--- src/logic/rfsr_consts.svh ---
// Register word indices, field positions and reset values of the driver segment and threshold bank
`ifndef RFSR_CONSTS_SVH
`define RFSR_CONSTS_SVH
`define RFSR_IDX_MOD_DEPTH 8'h25
`define RFSR_IDX_AM_SEG 8'h26
`define RFSR_IDX_NORM_SEG 8'h27
`define RFSR_IDX_THRESH 8'h29
`define RFSR_IDX_CTRL 8'h40
`define RFSR_IDX_STATUS 8'h41
`define RFSR_RST_MOD_DEPTH 8'h00
`define RFSR_RST_AM_SEG 8'h00
`define RFSR_RST_NORM_SEG 8'h00
`define RFSR_RST_THRESH 8'h33
`define RFSR_RST_CTRL 8'h00
`define RFSR_ALL_OFF 8'hFF
`define RFSR_CAL_FAIL 8'hFF
`define RFSR_THRESH_MASK 8'h7F
`define RFSR_PEER_HI 6
`define RFSR_PEER_LO 4
`define RFSR_COLL_HI 3
`define RFSR_COLL_LO 0
`define RFSR_CTRL_AM_SRC 0
`define RFSR_ADDR_IDX_HI 9
`define RFSR_ADDR_IDX_LO 2
`define RFSR_ADDR_BYTE_HI 1
`endif

--- src/logic/rfsr_pkg.sv ---
// Types shared by the driver segment and threshold bank
package rfsr_pkg;
    typedef struct packed {
        logic psel;
        logic penable;
        logic pwrite;
        logic [11:0] paddr;
        logic [31:0] pwdata;
    } rfsr_apb_req_t;

    typedef struct packed {
        logic pready;
        logic pslverr;
        logic [31:0] prdata;
    } rfsr_apb_rsp_t;

    typedef struct packed {
        logic valid;
        logic fail;
        logic [7:0] segs;
    } rfsr_cal_t;

    typedef struct packed {
        logic [7:0] seg_off;
        logic tristate;
        logic [2:0] peer_detect_threshold;
        logic [3:0] collision_avoid_threshold;
    } rfsr_drv_t;

    typedef enum logic [1:0] {
        RFSR_IDLE,
        RFSR_ACCESS
    } rfsr_apb_state_t;
endpackage

--- src/logic/rfsr_regs.sv ---
// APB register bank for driver segment disables, calibration result and field thresholds
//
// Added by the designer: the APB register port.
`timescale 1ns/1ps
`include "rfsr_consts.svh"
module rfsr_regs
(
    input wire logic clock,
    input wire logic rst,
    input rfsr_pkg::rfsr_apb_req_t apb_req,
    output rfsr_pkg::rfsr_apb_rsp_t apb_rsp,
    input wire logic restore_defaults,
    input rfsr_pkg::rfsr_cal_t cal_done,
    input wire logic am_active,
    output rfsr_pkg::rfsr_drv_t drv
);
    import rfsr_pkg::*;

    logic [7:0] md_q;
    logic [7:0] md_d;
    logic [7:0] am_q;
    logic [7:0] am_d;
    logic [7:0] nm_q;
    logic [7:0] nm_d;
    logic [7:0] th_q;
    logic [7:0] th_d;
    logic src_q;
    logic src_d;
    logic cal_fail_q;
    logic cal_fail_d;
    rfsr_apb_state_t st_q;
    rfsr_apb_state_t st_d;
    logic [31:0] rdata_q;
    logic [31:0] rdata_d;
    logic err_q;
    logic err_d;
    logic [7:0] idx;
    logic hit;
    logic [7:0] rsel;
    logic [7:0] seg_off;
    logic tristate;
    logic wr_fire;

    assign idx = apb_req.paddr[`RFSR_ADDR_IDX_HI:`RFSR_ADDR_IDX_LO];

    // Address decode and read mux
    always_comb
    begin
        hit = 1'b1;
        rsel = 8'h00;
        case (idx)
            `RFSR_IDX_MOD_DEPTH: rsel = md_q;
            `RFSR_IDX_AM_SEG: rsel = am_q;
            `RFSR_IDX_NORM_SEG: rsel = nm_q;
            `RFSR_IDX_THRESH: rsel = th_q;
            `RFSR_IDX_CTRL: rsel = {7'h00, src_q};
            `RFSR_IDX_STATUS: rsel = {5'h00, tristate, am_active, cal_fail_q};
            default: hit = 1'b0;
        endcase
        if (apb_req.paddr[`RFSR_ADDR_BYTE_HI:0] != 2'h0 || apb_req.paddr[11:10] != 2'h0)
        begin
            hit = 1'b0;
        end
    end

    // APB slave: no wait state, answer in the first access cycle
    always_comb
    begin
        st_d = st_q;
        rdata_d = rdata_q;
        err_d = err_q;
        wr_fire = 1'b0;
        case (st_q)
            RFSR_IDLE:
            begin
                if (apb_req.psel && !apb_req.penable)
                begin
                    st_d = RFSR_ACCESS;
                    rdata_d = 32'h0000_0000;
                    err_d = 1'b0;
                end
            end
            RFSR_ACCESS:
            begin
                if (apb_req.psel && apb_req.penable)
                begin
                    st_d = RFSR_IDLE;
                    wr_fire = apb_req.pwrite && hit;
                end
                else
                begin
                    st_d = RFSR_IDLE;
                end
            end
            default: st_d = RFSR_IDLE;
        endcase
        if (st_q == RFSR_IDLE && apb_req.psel && !apb_req.penable)
        begin
            rdata_d = apb_req.pwrite ? 32'h0000_0000 : {24'h000000, rsel};
            err_d = !hit;
        end
    end

    // Register next values, restore and calibration take priority over software
    always_comb
    begin
        md_d = md_q;
        am_d = am_q;
        nm_d = nm_q;
        th_d = th_q;
        src_d = src_q;
        cal_fail_d = cal_fail_q;
        if (wr_fire)
        begin
            case (idx)
                `RFSR_IDX_AM_SEG: am_d = apb_req.pwdata[7:0];
                `RFSR_IDX_NORM_SEG: nm_d = apb_req.pwdata[7:0];
                `RFSR_IDX_THRESH: th_d = apb_req.pwdata[7:0] & `RFSR_THRESH_MASK;
                `RFSR_IDX_CTRL: src_d = apb_req.pwdata[`RFSR_CTRL_AM_SRC];
                default: md_d = md_q;
            endcase
        end
        if (cal_done.valid)
        begin
            md_d = cal_done.fail ? `RFSR_CAL_FAIL : cal_done.segs;
            cal_fail_d = cal_done.fail;
        end
        if (restore_defaults)
        begin
            md_d = `RFSR_RST_MOD_DEPTH;
            am_d = `RFSR_RST_AM_SEG;
            nm_d = `RFSR_RST_NORM_SEG;
            th_d = `RFSR_RST_THRESH;
            src_d = 1'b0;
            cal_fail_d = 1'b0;
        end
    end

    // State registers
    always_ff @(posedge clock)
    begin
        if (rst)
        begin
            md_q <= `RFSR_RST_MOD_DEPTH;
            am_q <= `RFSR_RST_AM_SEG;
            nm_q <= `RFSR_RST_NORM_SEG;
            th_q <= `RFSR_RST_THRESH;
            src_q <= 1'b0;
            cal_fail_q <= 1'b0;
            st_q <= RFSR_IDLE;
            rdata_q <= 32'h0000_0000;
            err_q <= 1'b0;
        end
        else
        begin
            md_q <= md_d;
            am_q <= am_d;
            nm_q <= nm_d;
            th_q <= th_d;
            src_q <= src_d;
            cal_fail_q <= cal_fail_d;
            st_q <= st_d;
            rdata_q <= rdata_d;
            err_q <= err_d;
        end
    end

    // Bus answer
    assign apb_rsp.pready = (st_q == RFSR_ACCESS);
    assign apb_rsp.prdata = rdata_q;
    assign apb_rsp.pslverr = (st_q == RFSR_ACCESS) && err_q;

    // Segment pattern selection
    rfsr_seg_mux u_seg_mux
    (
        .clock(clock),
        .rst(rst),
        .am_active(am_active),
        .am_level_source_select(src_q),
        .cal_depth_result(md_q),
        .am_segment_off(am_q),
        .normal_segment_off(nm_q),
        .seg_off(seg_off),
        .tristate(tristate)
    );

    // Driver controls and threshold codes
    assign drv.seg_off = seg_off;
    assign drv.tristate = tristate;
    assign drv.peer_detect_threshold = th_q[`RFSR_PEER_HI:`RFSR_PEER_LO];
    assign drv.collision_avoid_threshold = th_q[`RFSR_COLL_HI:`RFSR_COLL_LO];
endmodule // rfsr_regs

--- src/logic/rfsr_seg_mux.sv ---
// Segment pattern selection for the antenna driver
`timescale 1ns/1ps
`include "rfsr_consts.svh"
module rfsr_seg_mux
(
    input wire logic clock,
    input wire logic rst,
    input wire logic am_active,
    input wire logic am_level_source_select,
    input wire logic [7:0] cal_depth_result,
    input wire logic [7:0] am_segment_off,
    input wire logic [7:0] normal_segment_off,
    output logic [7:0] seg_off,
    output logic tristate
);
    import rfsr_pkg::*;

    logic [7:0] seg_off_d;
    logic [7:0] seg_off_q;
    logic tri_d;
    logic tri_q;

    // Pick modulated or unmodulated pattern; bit 7 is the 2 ohm segment
    always_comb
    begin
        if (am_active)
        begin
            seg_off_d = am_level_source_select ? am_segment_off : cal_depth_result;
        end
        else
        begin
            seg_off_d = normal_segment_off;
        end
        tri_d = !am_active && (normal_segment_off == `RFSR_ALL_OFF);
    end

    // Registered driver controls
    always_ff @(posedge clock)
    begin
        if (rst)
        begin
            seg_off_q <= `RFSR_RST_NORM_SEG;
            tri_q <= 1'b0;
        end
        else
        begin
            seg_off_q <= seg_off_d;
            tri_q <= tri_d;
        end
    end

    assign seg_off = seg_off_q;
    assign tristate = tri_q;
endmodule // rfsr_seg_mux

--- config.mk ---
export PLATFORM = sky130hd
export DESIGN_NAME = rfsr_regs
export DESIGN_NICKNAME = d
export VERILOG_FILES = /design/src/logic/rfsr_pkg.sv /design/src/logic/rfsr_regs.sv /design/src/logic/rfsr_seg_mux.sv
export VERILOG_INCLUDE_DIRS = /design/src /design/src/logic
export SDC_FILE = /design/constraint.sdc
export NUM_CORES = 1
export LEC_CHECK = 0
export BUFFER_PORTS_ARGS = -buffer_cell sky130_fd_sc_hd__buf_2
export CORE_ASPECT_RATIO = 0.9
export CORE_MARGIN = 5
export CORE_UTILIZATION = 43
export CTS_BUF_LIST = sky130_fd_sc_hd__clkbuf_16
export DETAILED_ROUTE_END_ITERATION = 8
export GPL_TIMING_DRIVEN = 0
export PLACE_DENSITY = 0.73
export SLEW_MARGIN = 20
export SYNTH_ARGS = -nofsm -noshare
export SYNTH_HDL_FRONTEND = slang
export SYNTH_HIERARCHICAL = 1
export SYNTH_SLANG_ARGS = --single-unit
--- constraint.sdc ---
create_clock -name clock -period 2 [get_ports clock]
set_clock_uncertainty 0.05 [all_clocks]
set_input_delay 0.4 -clock clock [delete_from_list [all_inputs] [get_ports clock]]
set_output_delay 0.4 -clock clock [all_outputs]
set_load 0.01 [all_outputs]
==> results of run 1 <==
-- area by class of cell --
cell class                 count  area (um2)  share of cell area, %
sequential                    52        1040                   32.0
clock buffer                   5         125                   3.84
buffer                        43         310                   9.53
tap                           70        87.6                   2.69
clock inverter                 3        37.5                   1.15
multi-input combinational    194        1320                   40.5
inverter                       1        3.75                  0.115
timing repair buffer          64         330                   10.1
-- what timing repair did --
item                       CTS  global route
setup endpoints to repair    0            14
buffers inserted             0             4
gates resized for setup      0             1
-- cell usage in the layout, fill, tap and decap left out, drive strengths merged --
cell type   n
a22oi       7
nor4        2
nand2       9
nand3       2
clkinv      2
o22ai       9
or3         1
or4         2
buf        99
nor2b       4
inv         1
nand2b      1
or2         1
mux2i      38
o31ai       5
mux2        4
a222oi      1
and2        1
nand4       3
nand4b      1
clkbuf     13
o22a        4
nand3b      9
o21ai       2
o21bai      1
conb       24
nor4b       3
a221oi      2
bufinv      1
o221a       1
dfxtp      52
a211oi      8
nor2       45
and3        2
a21oi       2
-- state kept, by name (all words and copies together), names as in the netlist --
signal / cells
am_q: 8
cal_fail_q: 1
err_q: 1
md_q: 8
nm_q: 8
rdata_q: 8
src_q: 1
st_q: 1
th_q: 7
u_seg_mux/seg_off: 8
u_seg_mux/tristate: 1
-- kinds of logic (layout without fill, tap and decap cells) --
| family | Yosys count | after routing | share of synthesized area, % |
|---|---|---|---|
| AOI/OAI and AO/OA | 42 | 42 | 13.1 |
| buffers and inverters | 44 | 116 | 12.2 |
| DFF | 52 | 52 | 40.3 |
| muxes | 42 | 42 | 16.5 |
| other | 1 | 24 | 0.145 |
| and+or+nand+nor | 86 | 86 | 17.9 |
-- worst paths after layout --
kind	start	to	slack, ps
setup / recovery	apb_req[33]	th_q[4]	70
hold / removal	cal_done[2]	md_q[2]	310
hold reg to reg	err_q	err_q	420
setup reg to reg	st_q[0]	th_q[4]	400
-- power breakdown --
part           internal, mW  leakage [nW]  switching, mW  total [mW]
Sequential             1.05         0.422         0.0104        1.06
Clock                 0.582        0.0789          0.362       0.943
Combinational         0.111          1.03          0.130       0.241
Total                  1.75          1.53          0.502        2.25
-- critical path, delay by kind of cell --
family        cells  cell delay, ps
mux               1             250
simple gates      4            1300
buf+inv           1              90
-- routing by layer --
layer / routed length, um / GRT usage (%) / up-vias
met5: 0 / 0 / -
li1: - / - / 1097
met4: 38 / 4.45 / 0
met3: 423 / 4.87 / 5
met2: 3320 / 28.3 / 71
met1: 2810 / 21.7 / 1068
-- metrics by stage --
step	power, mW	worst slack, ps	instance area (um2)	utilization [%]
after floorplan	1.24	76.7	2670	-
after global placement	1.32	-228	3060	53.1
after detailed placement	1.32	-249	3060	53.1
after CTS	2.25	30.5	3220	55.9
after global routing	2.33	-67.4	3260	56.5
final	2.25	70.1	3260	56.5
==> impl_summary.txt, run 1 <==
----------------------------------------------------
[Run status]
  Result of the run ... finished clean

[Worst setup path]
  Sort of element at the start of the critical path ... primary input
  Req. time, crit path ... 2110 ps
  CP Class ... in2reg
  Logic depth of the worst register-to-register path ... 5
  Max incr delay on CP ... 550 ps
  Cell type of the slowest stage on the worst timing path ... or4_1
  Arrival time of data at the critical path endpoint ... 2040 ps
  Crit end category ... flop
  Worst path cell trace ... buf_2 > or4_1 > nor2_1 > nand4_2 > mux2i_1 > nand2_1
  Top fanout value on the critical path ... 7

[Yosys]
  Cell area after synthesis ... 2580 um2
  Mean post-synth cell area ... 9.68 um2
  Post-synth EDFFs ... 0
  Post-synthesis register bit count ... 52
  Top FF cell, synth ... dfxtp_1
  Post-synthesis cell count ... 267
  Most common cell in the synthesized netlist ... dfxtp_1
  Most numerous cell types in the synthesized netlist ... dfxtp_1 (52), nor2_1 (45), mux2i_1 (38)
  Share of the yosys chip area belonging to registers ... 40.3%
  Dominant cells by area after synthesis ... dfxtp_1 (40%), mux2i_1 (15%), buf_4 (7.6%)
  Fraction of post-synthesis cell area in the top cell type by area ... 40.3%
  Proportion of synthesized flip-flops having asynchronous set or reset ... 0%
  Count of cell types in the netlist ... 43
  Cell accounting for the most synthesized area ... dfxtp_1
  Yosys warns ... 6

[Pwr]
  Max rail drop VDD ... 0.000294 V
  Pwr dens ... 690 nW/um2
  Leak pwr ... 1.53 nW

[STA]
  Final Hold Fails ... 0
  Setup violations, final ... 0
  Setup repair after global routing missed its margin ... yes
  Maximum clock rate ... 518 MHz
  Share of the clock period used by the worst path after layout ... 96.5%
  Worst-case hold slack ... 309 ps
  Worst-margin pin slew ... 568 ps
  Max-slew violations ... 0
  Minimum clock period ... 1930 ps
  Setup TNS ... 0 ps
  Relative slew margins ... 62.1%

[Place]
  Count of placed standard cells including taps ... 420
  HPWL after DPL ... 5150 um
  Gpl congestion ... 0.844
  Port bufs ... 60

[Route]
  Total routed wirelength ... 6590 um
  DRC viols ... 0
  Pre-antenna DRT Iters ... 4
  Number of antenna-violating nets in the routed design ... 0
  Routed vias/inst ... 5.19
  1st-iter DRT viols ... 108
  Per-cell routed wire length ... 15.2 um
  Total number of vias ... 2241

[Final layout]
  Fraction of layout cells with a size suffix above 1 ... 35.4%
  Diode count ... 0
  Area added between synthesis and finish ... 26.0%
  Fill cell count ... 527
  Count of placed standard cells in the final layout, fillers left out ... 432
  Number of nets in the layout ... 422

[Min path]
  Type of the most critical hold path ... in2reg
  Worst hold stages ... 3

[CTS]
  Number of buffers on the longest clock path ... 2
  Cts hold-fix bufs ... 0
  Number of H-tree levels ... 2
  Clock tree from TritonCTS ... done
  Num Clock Sinks ... 52
  Worst-skew pair later-pin latency ... 290 ps
  TritonCTS buffer count ... 5
  Root buffer cell ... clkbuf_16
  Clock slew seen by the registers of the worst setup and hold paths ... 60 ps

[Floorplan]
  Core box area ... 5760 um2
  Overall die area ... 7660 um2
  Number of rows in the core area ... 26
  Vert. Die Dim ... 83.5 um
  Initial core utilization ... 44.9%
  Ports placed on the boundary ... 111
  Width of the die ... 91.7 um

[GRT]
  Wire length of the first global-routing pass ... 10600 um
  Vias in the first global route ... 2249
  Grt ovf ... 0
  Overall routing resource usage ... 17.1%
  Maximum number of pins on one net before global-route repair ... 16
  Initial antenna violation count ... 0

[Flow run]
  Number of maximum-capacitance constraint violations ... 0

----------------------------------------------------
No activity file was read; power rests on OpenSTA's default activity.
==> run 2: changes to the inputs <==
Settings changed: CORE_MARGIN 5 to 4.
==> impl_summary.txt, run 2 (synthesis results as in run 1) <==
----------------------------------------------------
[Route]
  1st-iter DRT viols ... 108
  DRC viols ... 0
  Per-cell routed wire length ... 15.2 um
  Routed vias/inst ... 5.11
  Number of antenna-violating nets in the routed design ... 0
  Total number of vias ... 2191
  Total routed wirelength ... 6530 um
  Pre-antenna DRT Iters ... 4

[Floorplan]
  Width of the die ... 89.7 um
  Number of rows in the core area ... 26
  Ports placed on the boundary ... 111
  Core box area ... 5760 um2
  Initial core utilization ... 44.9%
  Vert. Die Dim ... 81.5 um
  Overall die area ... 7310 um2

[Pwr]
  Pwr dens ... 659 nW/um2
  Design internal power ... 1.61 mW
  Max rail drop VDD ... 0.000426 V
  Reported net switching power ... 0.505 mW
  Sw Share ... 23.8%
  Flop pwr share ... 50.2%
  Part of the power in the clock network ... 38.4%
  Combinational share of power ... 11.4%
  Leak pwr ... 1.51 nW

[Min path]
  Min-Delay Startpoint ... cal_done[7]
  Endpoint of the worst hold-timing path ... md_q[7]
  Type of the most critical hold path ... in2reg
  Worst hold stages ... 3

[GRT]
  Overall routing resource usage ... 18.1%
  Wire length of the first global-routing pass ... 10400 um
  Initial antenna violation count ... 0
  Maximum number of pins on one net before global-route repair ... 15
  Grt ovf ... 0
  Vias in the first global route ... 2120

[Worst setup path]
  CP Class ... in2reg
  FF-to-FF setup slack ... 350 ps
  Critical R2R Launch ... st_q[0]
  Arrival time of data at the critical path endpoint ... 2050 ps
  Crit end category ... flop
  Logic depth of the worst register-to-register path ... 5
  R2r endpoint ... th_q[1]
  Sort of element at the start of the critical path ... primary input
  Top fanout value on the critical path ... 7
  Req. time, crit path ... 2110 ps

[CTS]
  TritonCTS buffer count ... 5
  Number of buffers on the longest clock path ... 2
  Root buffer cell ... clkbuf_16
  Number of H-tree levels ... 2
  Cts hold-fix bufs ... 0
  Num Clock Sinks ... 52
  Worst-skew pair later-pin latency ... 290 ps
  Clock slew seen by the registers of the worst setup and hold paths ... 60 ps
  Clock tree from TritonCTS ... done

[STA]
  Maximum clock rate ... 514 MHz
  Final Hold Fails ... 0
  Worst-margin pin slew ... 583 ps
  Max-slew violations ... 0
  Share of the clock period used by the worst path after layout ... 97.2%
  Minimum clock period ... 1940 ps
  Worst setup slack after layout ... 55.1 ps
  Setup repair after global routing missed its margin ... yes
  Relative slew margins ... 61.1%
  Setup violations, final ... 0

[Final layout]
  Sequential cell area ... 1040 um2
  Fraction of layout cells with a size suffix above 1 ... 35.4%
  Number of nets in the layout ... 420
  Leading cell types in the layout, fill and taps excluded ... buf_2 (62), dfxtp_1 (52), nor2_1 (45)
  Util after Layout ... 55.9%
  Fill cell count ... 533
  Most common library cell in the layout ignoring fill and taps ... buf_2
  Diode count ... 0
  Area added between synthesis and finish ... 24.6%
  Area of the multi-input gates ... 1330 um2

[Place]
  Pre-CTS setup slack ... -247 ps
  HPWL after DPL ... 5020 um
  Gpl congestion ... 0.858
  Port bufs ... 60

[Run status]
  Result of the run ... finished clean

[Flow run]
  Number of maximum-capacitance constraint violations ... 0

----------------------------------------------------
[run 2: cell types whose count changed in the layout (fill, tap and decap cells not counted)]
cell,change
buf_4,-2
bufinv_16,-1
clkinv_1,-2
clkinv_2,+1
inv_1,+1
nor4_1,-1
nor4_2,+1
[run 2: worst max path at each step]
stage / slack [ps] / to / from / depth (start not counted)
after floorplan: 80 / src_q / apb_req[33] / 5
after global placement: -220 / th_q[0] / apb_req[33] / 6
after detailed placement: -250 / th_q[1] / apb_req[33] / 6
after CTS: 40 / rdata_q[6] / apb_req[38] / 7
after global routing: -60 / th_q[1] / apb_req[33] / 6
final: 60 / th_q[1] / apb_req[33] / 6
[run 2: critical path: stages]
cell and delay (ps):
buf_2 90, or4_1 550, nor2_1 300, nand4_2 380, mux2i_1 250, nand2_1 80
[run 2: layout make-up]
type                    count  share of cell area, %
multi-input cells         194                   41.2
well taps                  70                   2.72
inverters                   1                  0.117
flip-flops and latches     52                   32.3
clock inverters             2                  0.272
plain buffers              43                   9.64
repair buffers             62                   9.80
clock buffers               5                   3.89
[run 2: stage by stage]
step           area [um2]  power, mW  cells  setup TNS (ps)  hold slack, ps
6_report             3220       2.12    429               0             310
5_1_grt              3220       2.20    429            -175             325
4_1_cts              3190       2.12    427               0             305
3_5_place_dp         3060       1.32    420           -5360             410
3_3_place_gp         3060       1.32    420           -4720             390
2_1_floorplan        2670       1.24    290               0             377
[run 2: layer usage]
layer	GRT usage [%]	up-vias	part of all wire, %
met5	0	-	0
met4	7.35	0	1.9
met3	4.58	11	7.3
met2	31.1	79	48
met1	22.0	1010	43
li1	-	1091	-
[run 2: what timing repair did]
| item | in CTS | in global routing |
|---|---|---|
| gates resized for setup | 0 | 2 |
| buffers inserted | 0 | 2 |
| setup endpoints to repair | 0 | 14 |
[run 2: power by group through the flow]
stage	Clock [mW]	Sequential (mW)	Combinational [mW]
2_1_floorplan	0	1.09	0.150
3_3_place_gp	0	1.09	0.230
3_5_place_dp	0	1.09	0.233
4_1_cts	0.826	1.06	0.234
5_1_grt	0.864	1.07	0.267
6_report	0.815	1.06	0.241
